**src/verilog/crsfb_pkg.sv**
```systemverilog
// Purpose : shared constants and types for the cpu register set
// Assumes : 32-bit words, single core clock, AHB-Lite debug/software access
// Notes   : register window offsets are byte addresses inside the slave
package crsfb_pkg;

  // ----------------------------------------------------------------
  // widths
  // ----------------------------------------------------------------
  localparam int WORD_W  = 32;
  localparam int ACC_W   = 64;
  localparam int GPR_NUM = 16;
  localparam int IDX_W   = 4;
  localparam int VEC_W   = 8;
  localparam int OFF_W   = 8;

  // ----------------------------------------------------------------
  // register window offsets (byte addresses)
  // ----------------------------------------------------------------
  localparam logic [OFF_W-1:0] OFF_PSW   = 8'h00;
  localparam logic [OFF_W-1:0] OFF_PC    = 8'h04;
  localparam logic [OFF_W-1:0] OFF_VTB   = 8'h08;
  localparam logic [OFF_W-1:0] OFF_FIT   = 8'h0C;
  localparam logic [OFF_W-1:0] OFF_ISP   = 8'h10;
  localparam logic [OFF_W-1:0] OFF_USP   = 8'h14;
  localparam logic [OFF_W-1:0] OFF_SPC   = 8'h18;
  localparam logic [OFF_W-1:0] OFF_SSW   = 8'h1C;
  localparam logic [OFF_W-1:0] OFF_ACCHI = 8'h20;
  localparam logic [OFF_W-1:0] OFF_ACCLO = 8'h24;
  localparam logic [OFF_W-1:0] OFF_ACCMI = 8'h28;

  // ----------------------------------------------------------------
  // fields, reset values, bus codes
  // ----------------------------------------------------------------
  localparam int               PSW_USER_BIT = 17;  // stack select bit
  localparam int               ACC_HI_LSB   = 32;
  localparam int               ACC_MID_LSB  = 16;
  localparam int               VEC_SHIFT    = 2;   // vector entries are words
  localparam logic [WORD_W-1:0] WORD_RESET  = 32'h0000_0000;
  localparam logic [ACC_W-1:0]  ACC_RESET   = 64'h0000_0000_0000_0000;
  localparam logic [IDX_W-1:0]  SP_IDX      = 4'h0;
  localparam logic [1:0]        HTRANS_NONSEQ = 2'h2;
  localparam logic              HRESP_OKAY  = 1'h0;

  // accumulator commands from execute, gray along none->lo->hi->product
  typedef enum logic [1:0] {
    ACC_NONE    = 2'h0,
    ACC_WR_LO   = 2'h1,
    ACC_WR_HI   = 2'h3,
    ACC_PRODUCT = 2'h2
  } crsfb_acc_op_t;

  typedef struct packed {
    crsfb_acc_op_t     op;
    logic [ACC_W-1:0]  value;
  } crsfb_acc_cmd_t;

  typedef struct packed {
    logic              en;
    logic [IDX_W-1:0]  idx;
    logic [WORD_W-1:0] data;
  } crsfb_gpr_wr_t;

endpackage

```
**src/verilog/crsfb_regset.sv**
```systemverilog
// Purpose : programmer-visible register set of a 32-bit cpu core
// Assumes : execute-stage inputs synchronous to clock; AHB-Lite single words
// Notes   : zero-wait-state slave; core-side writes win over bus writes
`timescale 1ns/1ns

module crsfb_regset (
  input  wire logic                           clock,               // core clock
  input  wire logic                           rst,                 // async reset, high
  input  wire logic                           hsel,                // slave select
  input  wire logic [31:0]                    haddr,               // byte address
  input  wire logic [1:0]                     htrans,              // transfer type
  input  wire logic                           hwrite,              // write not read
  input  wire logic [2:0]                     hsize,               // word only
  input  wire logic [31:0]                    hwdata,              // write data
  input  wire logic                           hready,              // bus ready
  output      logic                           hreadyout,           // never stalls
  output      logic                           hresp,               // always okay
  output      logic [31:0]                    hrdata,              // read data
  input  wire logic [crsfb_pkg::IDX_W-1:0]    rd_a_idx,            // operand a select
  output      logic [crsfb_pkg::WORD_W-1:0]   rd_a_data,           // operand a
  input  wire logic [crsfb_pkg::IDX_W-1:0]    rd_b_idx,            // operand b select
  output      logic [crsfb_pkg::WORD_W-1:0]   rd_b_data,           // operand b
  input  wire crsfb_pkg::crsfb_gpr_wr_t       gpr_wr,              // result write
  output      logic [crsfb_pkg::WORD_W-1:0]   stack_ptr,           // active stack pointer
  input  wire logic                           psw_wr_en,           // status update
  input  wire logic [crsfb_pkg::WORD_W-1:0]   psw_wr_data,         // new status
  output      logic [crsfb_pkg::WORD_W-1:0]   processor_status_word, // status word
  input  wire logic                           pc_wr_en,            // next instruction
  input  wire logic [crsfb_pkg::WORD_W-1:0]   pc_wr_data,          // its address
  output      logic [crsfb_pkg::WORD_W-1:0]   instruction_pointer, // executing address
  input  wire logic                           fast_irq_take,       // fast irq, one pulse
  input  wire logic [crsfb_pkg::VEC_W-1:0]    vec_num,             // table vector number
  output      logic [crsfb_pkg::WORD_W-1:0]   vector_fetch_addr,   // table entry address
  output      logic [crsfb_pkg::WORD_W-1:0]   vector_table_base,   // table start
  output      logic [crsfb_pkg::WORD_W-1:0]   fast_irq_target,     // fast irq branch
  input  wire crsfb_pkg::crsfb_acc_cmd_t      acc_cmd,             // accumulator command
  output      logic [crsfb_pkg::WORD_W-1:0]   read_sum_upper,      // acc 63..32
  output      logic [crsfb_pkg::WORD_W-1:0]   read_sum_middle,     // acc 47..16
  output      logic [crsfb_pkg::WORD_W-1:0]   saved_instruction_pointer, // captured pc
  output      logic [crsfb_pkg::WORD_W-1:0]   saved_status_word    // captured status
);
  import crsfb_pkg::*;

  // ----------------------------------------------------------------
  // storage
  // ----------------------------------------------------------------
  logic [WORD_W-1:0] general_regs [1:GPR_NUM-1];
  logic [WORD_W-1:0] interrupt_stack_ptr;
  logic [WORD_W-1:0] user_stack_ptr;
  logic [ACC_W-1:0]  sixty_four_bit_sum_reg;
  logic              dp_write;
  logic [OFF_W-1:0]  dp_addr;

  // ----------------------------------------------------------------
  // helper functions
  // ----------------------------------------------------------------
  // register zero has no own storage: it is whichever stack pointer is live
  function automatic logic [WORD_W-1:0] read_gpr(input logic [IDX_W-1:0] idx);
    logic [WORD_W-1:0] v;
    v = stack_ptr;
    if (idx != SP_IDX) begin
      v = general_regs[idx];
    end
    return v;
  endfunction

  function automatic logic [WORD_W-1:0] read_window(input logic [OFF_W-1:0] off);
    logic [WORD_W-1:0] v;
    v = WORD_RESET;                    // unmapped reads as zero
    if (off == OFF_PSW) begin
      v = processor_status_word;
    end else if (off == OFF_PC) begin
      v = instruction_pointer;
    end else if (off == OFF_VTB) begin
      v = vector_table_base;
    end else if (off == OFF_FIT) begin
      v = fast_irq_target;
    end else if (off == OFF_ISP) begin
      v = interrupt_stack_ptr;
    end else if (off == OFF_USP) begin
      v = user_stack_ptr;
    end else if (off == OFF_SPC) begin
      v = saved_instruction_pointer;
    end else if (off == OFF_SSW) begin
      v = saved_status_word;
    end else if (off == OFF_ACCHI) begin
      v = read_sum_upper;
    end else if (off == OFF_ACCLO) begin
      v = sixty_four_bit_sum_reg[ACC_HI_LSB-1:0];
    end else if (off == OFF_ACCMI) begin
      v = read_sum_middle;
    end
    return v;
  endfunction

  // ----------------------------------------------------------------
  // AHB-Lite slave
  // ----------------------------------------------------------------
  // zero wait states: read data is fetched in the address phase so it
  // stands from a flip-flop for the whole data phase
  wire               addr_take   = hsel && hready && (htrans == HTRANS_NONSEQ);
  logic [WORD_W-1:0] next_hrdata;

  // the window function reads registers that are not its arguments, so a
  // continuous assignment would go stale; always_comb follows them as well
  always_comb next_hrdata = read_window(haddr[OFF_W-1:0]);

  assign hreadyout = 1'b1;
  assign hresp     = HRESP_OKAY;

  always_ff @(posedge clock or posedge rst) begin
    if (rst) begin
      dp_write <= 1'b0;
      dp_addr  <= '0;
      hrdata   <= WORD_RESET;
    end else if (hready) begin
      dp_write <= addr_take && hwrite;
      dp_addr  <= haddr[OFF_W-1:0];
      if (addr_take && !hwrite) begin
        hrdata <= next_hrdata;
      end
    end
  end

  // bus write strobes, one per writable register, valid in data phase
  wire sw_psw   = dp_write && (dp_addr == OFF_PSW);
  wire sw_pc    = dp_write && (dp_addr == OFF_PC);
  wire sw_vtb   = dp_write && (dp_addr == OFF_VTB);
  wire sw_fit   = dp_write && (dp_addr == OFF_FIT);
  wire sw_isp   = dp_write && (dp_addr == OFF_ISP);
  wire sw_usp   = dp_write && (dp_addr == OFF_USP);
  wire sw_spc   = dp_write && (dp_addr == OFF_SPC);
  wire sw_ssw   = dp_write && (dp_addr == OFF_SSW);
  wire sw_acchi = dp_write && (dp_addr == OFF_ACCHI);
  wire sw_acclo = dp_write && (dp_addr == OFF_ACCLO);

  // ----------------------------------------------------------------
  // general registers and stack pointers
  // ----------------------------------------------------------------
  wire user_sel = processor_status_word[PSW_USER_BIT];
  wire sp_write = gpr_wr.en && (gpr_wr.idx == SP_IDX);

  assign stack_ptr = user_sel ? user_stack_ptr : interrupt_stack_ptr;
  // operand reads must follow register writes, not only index changes
  always_comb rd_a_data = read_gpr(rd_a_idx);
  always_comb rd_b_data = read_gpr(rd_b_idx);

  // a write to register zero lands in the live stack pointer only
  wire [WORD_W-1:0] next_isp = (sp_write && !user_sel) ? gpr_wr.data :
                               sw_isp ? hwdata : interrupt_stack_ptr;
  wire [WORD_W-1:0] next_usp = (sp_write && user_sel) ? gpr_wr.data :
                               sw_usp ? hwdata : user_stack_ptr;

  always_ff @(posedge clock or posedge rst) begin
    if (rst) begin
      interrupt_stack_ptr <= WORD_RESET;
      user_stack_ptr      <= WORD_RESET;
    end else begin
      interrupt_stack_ptr <= next_isp;
      user_stack_ptr      <= next_usp;
    end
  end

  // registers one to fifteen, each with its own write decode
  generate
    for (genvar g = 1; g < GPR_NUM; g++) begin : g_gpr
      always_ff @(posedge clock or posedge rst) begin
        if (rst) begin
          general_regs[g] <= WORD_RESET;
        end else if (gpr_wr.en && (gpr_wr.idx == IDX_W'(g))) begin
          general_regs[g] <= gpr_wr.data;
        end
      end
    end
  endgenerate

  // ----------------------------------------------------------------
  // control registers
  // ----------------------------------------------------------------
  // the fast irq redirect beats an execute-stage pc update in the same cycle
  wire [WORD_W-1:0] next_pc  = fast_irq_take ? fast_irq_target :
                               pc_wr_en ? pc_wr_data :
                               sw_pc ? hwdata : instruction_pointer;
  wire [WORD_W-1:0] next_psw = psw_wr_en ? psw_wr_data :
                               sw_psw ? hwdata : processor_status_word;
  // capture beats a software write landing in the same cycle
  wire [WORD_W-1:0] next_spc = fast_irq_take ? instruction_pointer :
                               sw_spc ? hwdata : saved_instruction_pointer;
  wire [WORD_W-1:0] next_ssw = fast_irq_take ? processor_status_word :
                               sw_ssw ? hwdata : saved_status_word;

  always_ff @(posedge clock or posedge rst) begin
    if (rst) begin
      instruction_pointer       <= WORD_RESET;
      processor_status_word     <= WORD_RESET;
      saved_instruction_pointer <= WORD_RESET;
      saved_status_word         <= WORD_RESET;
    end else begin
      instruction_pointer       <= next_pc;
      processor_status_word     <= next_psw;
      saved_instruction_pointer <= next_spc;
      saved_status_word         <= next_ssw;
    end
  end

  // table base and fast target change only under software control
  always_ff @(posedge clock or posedge rst) begin
    if (rst) begin
      vector_table_base <= WORD_RESET;
      fast_irq_target   <= WORD_RESET;
    end else begin
      if (sw_vtb) begin
        vector_table_base <= hwdata;
      end
      if (sw_fit) begin
        fast_irq_target <= hwdata;
      end
    end
  end

  // vector entries are one word each; wraps at the top of the space
  assign vector_fetch_addr = vector_table_base
                           + (WORD_W'(vec_num) << VEC_SHIFT);

  // ----------------------------------------------------------------
  // accumulator
  // ----------------------------------------------------------------
  logic [ACC_W-1:0] next_acc;

  // execute commands win over software writes to either accumulator half
  always_comb begin
    next_acc = sixty_four_bit_sum_reg;
    case (acc_cmd.op)
      ACC_PRODUCT: next_acc = acc_cmd.value;
      ACC_WR_HI:   next_acc[ACC_W-1:ACC_HI_LSB] =
                     acc_cmd.value[ACC_W-1:ACC_HI_LSB];
      ACC_WR_LO:   next_acc[ACC_HI_LSB-1:0] = acc_cmd.value[ACC_HI_LSB-1:0];
      default: begin
        if (sw_acchi) begin
          next_acc[ACC_W-1:ACC_HI_LSB] = hwdata;
        end
        if (sw_acclo) begin
          next_acc[ACC_HI_LSB-1:0] = hwdata;
        end
      end
    endcase
  end

  always_ff @(posedge clock or posedge rst) begin
    if (rst) begin
      sixty_four_bit_sum_reg <= ACC_RESET;
    end else begin
      sixty_four_bit_sum_reg <= next_acc;
    end
  end

  assign read_sum_upper  = sixty_four_bit_sum_reg[ACC_W-1:ACC_HI_LSB];
  assign read_sum_middle =
    sixty_four_bit_sum_reg[ACC_MID_LSB+WORD_W-1:ACC_MID_LSB];
endmodule // crsfb_regset

```
**config.mk**
```make
export PLATFORM = sky130hd
export DESIGN_NAME = crsfb_regset
export DESIGN_NICKNAME = d
export VERILOG_FILES = /design/src/verilog/crsfb_pkg.sv /design/src/verilog/crsfb_regset.sv
export SDC_FILE = /design/constraint.sdc
export NUM_CORES = 2
export LEC_CHECK = 0
export BUFFER_PORTS_ARGS = -buffer_cell sky130_fd_sc_hd__buf_2
export CORE_MARGIN = 1.5
export CORE_UTILIZATION = 50
export CTS_CLUSTER_DIAMETER = 40
export DETAILED_ROUTE_END_ITERATION = 6
export GPL_ROUTABILITY_DRIVEN = 1
export GPL_TIMING_DRIVEN = 0
export PLACE_DENSITY = 0.71
export RECOVER_POWER = 50
export SLEW_MARGIN = 20
export SYNTH_ARGS = -nofsm -noshare
export SYNTH_HDL_FRONTEND = slang
export SYNTH_SLANG_ARGS = --single-unit
```
**constraint.sdc**
```tcl
create_clock -name clock -period 69.2 [get_ports clock]
set_clock_uncertainty 0.15 [all_clocks]
set_input_delay 6.92 -clock clock [delete_from_list [all_inputs] [get_ports clock]]
set_output_delay 6.92 -clock clock [all_outputs]
set_load 0.1 [all_outputs]
```
==> results_dict.tcl <==
set metrics [dict create \
    max_stage_delay_ns 3.75 \
    antenna_found_initial 24 \
    synthTopCellsByArea "dfrtp_1 (45%), mux2_2 (14%), mux4_2 (11%)" \
    cts_buffers 131 \
    finalWorstSetupSlack_ns 50.17 \
    crit_slowest_cell "clkbuf_1" \
    pwr-share-seq_pct 33.5 \
    ys_seq_elements 841 \
    pwr-share-clk_pct 34.8 \
    synth_top_cell_by_area "dfrtp_1" \
    largest_reg_flops 480 \
    htreeDepth 4 \
    switching_share_pct 40.2 \
    fp.dieW_um 309 \
    critPathKind "input port to asynchronous set/reset pin" \
    whs_path_depth 1 \
    violations "max-capacitance violations, max-slew violations" \
    cp.arrival_ns 18.55 \
    power_switching_mw 0.828 \
    ys_async_sr_fraction_pct 100 \
    ys_seq_area_share_pct 44.8 \
    finalHoldViolations 0 \
    placed_area_um2 51800 \
    placed_cells 5818 \
    cts_root_buffer "clkbuf_16" \
    drt_pass1_iterations 6 \
    layout_commonest_cell "dfrtp_1" \
    worst_setup_path_end_kind "asynchronous set/reset pin" \
    worst_slew_pin_slew_ns 5.60 \
    layout.nets 4970 \
    drive_above_1_share_pct 38.3 \
    cp_common_cell "clkbuf_1" \
    min_period_over_period_pct 27.5 \
    cts_hold_buf 0 \
    rsz0062_at_grt "false" \
    synthFlopType "dfrtp_1" \
    cts-resized-gates 0 \
    clock_latency_ns 0.79 \
    synth_top_area_share_pct 44.8 \
    clk_pin_slew_ns 0.06 \
    fmax_mhz 52.6 \
    drt_wl_total_um 214000 \
    grt_max_degree 104 \
    drc 0 \
    grt_usage_pct 44.4 \
    cp_max_fo 97 \
    syn_area_um2 46900 \
    dieArea_um2 95700 \
    fin_tns_setup_ns 0 \
    ys_warn_count 0 \
    grt_pass1_wl_um 296000 \
    synth.distinct_cells 73 \
    start_kind "input port" \
    slew_headroom_pct -273 \
    portBuffers 603 \
    final_cell_mix "dfrtp_1 (841), buf_2 (657), mux2_2 (598), mux2i_1 (375), clkbuf_1 (274)" \
    die_y_um 309 \
    synth.avg_cell_area_um2 11.9 \
    fin_area_um2 56400 \
    nFillCells 7611 \
    rr_worst_depth 6 \
    synth_edf_count 0 \
    initial_core_util_pct 50.4 \
    hpwl_um 158000 \
    worstHoldPathType "register to register" \
    netlist_instances 3950 \
    vias 40400 \
    syn_nets 4222 \
    p_int_mw 1.23 \
    via_per_inst 6.65 \
    area_growth_pct 20.2 \
    final_cells 6072 \
    timing.max_cap.violations 9 \
    wl_per_cell_um 35.3 \
    rows 112 \
    tritoncts "done" \
    cts_setup_buffers 0 \
    cp_cell_sequence "buf_2 > clkinvlp_2 > clkbuf_1 > clkbuf_1 > clkbuf_1" \
    grt.overflow.total 0 \
    setup_viol 0 \
    core_area_um2 93200 \
    period_needed_ns 19.03 \
    globalplace.congestion 1.05 \
    ant_nets 0 \
    combPwrFrac_pct 31.7 \
    p_leak_nw 25.3 \
    first_global_vias 39400 \
    ir_worst_vdd_v 0.0000395 \
    final_max_slew_viol_count 784 \
    clockBufferDepth 3 \
    p_per_area_nw_per_um2 36.5 \
    drt_iter0_markers 5325 \
    top_level_ports 678 \
    outcome "finished with violations" \
    required_ns 68.73 \
    final_util_pct 60.5 \
    cts_sinks 841 \
    pre_cts_slack_ns 51.52 \
]
area by class of cell:
class / instances / area, um2 / share of cell area, %
plain buffers: 444 / 2050 / 3.63
diodes: 12 / 30.0 / 0.0532
multi-input cells: 2619 / 23700 / 42.0
clock buffers: 150 / 3450 / 6.12
well taps: 1254 / 1570 / 2.78
inverters: 46 / 174 / 0.308
repair buffers: 615 / 3090 / 5.48
clock inverters: 91 / 1290 / 2.30
flip-flops and latches: 841 / 21000 / 37.3
metrics by stage:
step / hold WS (ns) / power, mW
2_1_floorplan: 0.329 / 1.16
3_3_place_gp: 0.346 / 1.32
3_5_place_dp: 0.356 / 1.33
4_1_cts: 0.369 / 2.04
5_1_grt: 0.382 / 2.11
6_report: 0.366 / 2.06
cells in the mapped netlist (11+ instances only):
library cell and number:
a211oi_1 56, a21o_1 46, a21oi_1 218, a221oi_1 38, a22o_1 46, a22oi_1 21
a31oi_1 13, buf_1 56, buf_2 55, buf_4 72, clkbuf_1 258, dfrtp_1 841
ha_1 11, inv_1 46, mux2_2 598, mux2i_1 376, mux4_2 236, nand2_1 220
nand2b_1 15, nand3_1 21, nand4_1 11, nor2_1 266, nor2b_1 20, nor4_1 17
o21ai_0 214, o22ai_1 14, xnor2_1 26
per-layer routing:
metal	wire length [um]	vias to the layer above	share of wire [%]	GRT usage, %
met5	134	-	0.063	0
met1	72400	20300	34	51.1
met2	95200	3004	44	66.8
li1	-	16100	-	-
met3	23900	955	11	14.3
met4	22400	20	10	39.3
worst paths after layout:
| path | from | end | slack (ns) |
|---|---|---|---|
| worst max-delay path | rst | general_regs[423] | 50.17 |
| worst min-delay path | general_regs[472] | general_regs[472] | 0.37 |
| worst max register to register | dp_addr[1] | processor_status_word[17] | 65.68 |
| worst min register to register | general_regs[472] | general_regs[472] | 0.37 |
| max in group clock | rd_a_idx[1] | rd_a_data[20] | 51.18 |
| min in group asynchronous | rst | saved_status_word[5] | 6.04 |
cell families (layout without fill, tap and decap cells):
group,Yosys count,in the layout,share of synthesized area (%)
other cells,2,14,0.0160
fa+ha+maj,12,12,0.336
flops,841,841,44.8
simple gates,628,628,5.88
buf+inv,490,1346,4.68
xor+xnor,27,27,0.504
compound gates,736,736,9.96
mux,1214,1214,33.8
worst max-delay path, delay by kind of cell:
kind / cells / cell delay (ns)
buffers and inverters: 5 / 11.32
power by group through the flow:
stage / logic [mW] / clock network, mW / registers, mW
2_1_floorplan: 0.418 / 0 / 0.746
3_3_place_gp: 0.635 / 0 / 0.684
5_1_grt: 0.674 / 0.739 / 0.695
4_1_cts: 0.647 / 0.715 / 0.682
3_5_place_dp: 0.645 / 0 / 0.689
6_report: 0.653 / 0.717 / 0.689
Note: power is estimated with default switching activity, not from simulation.
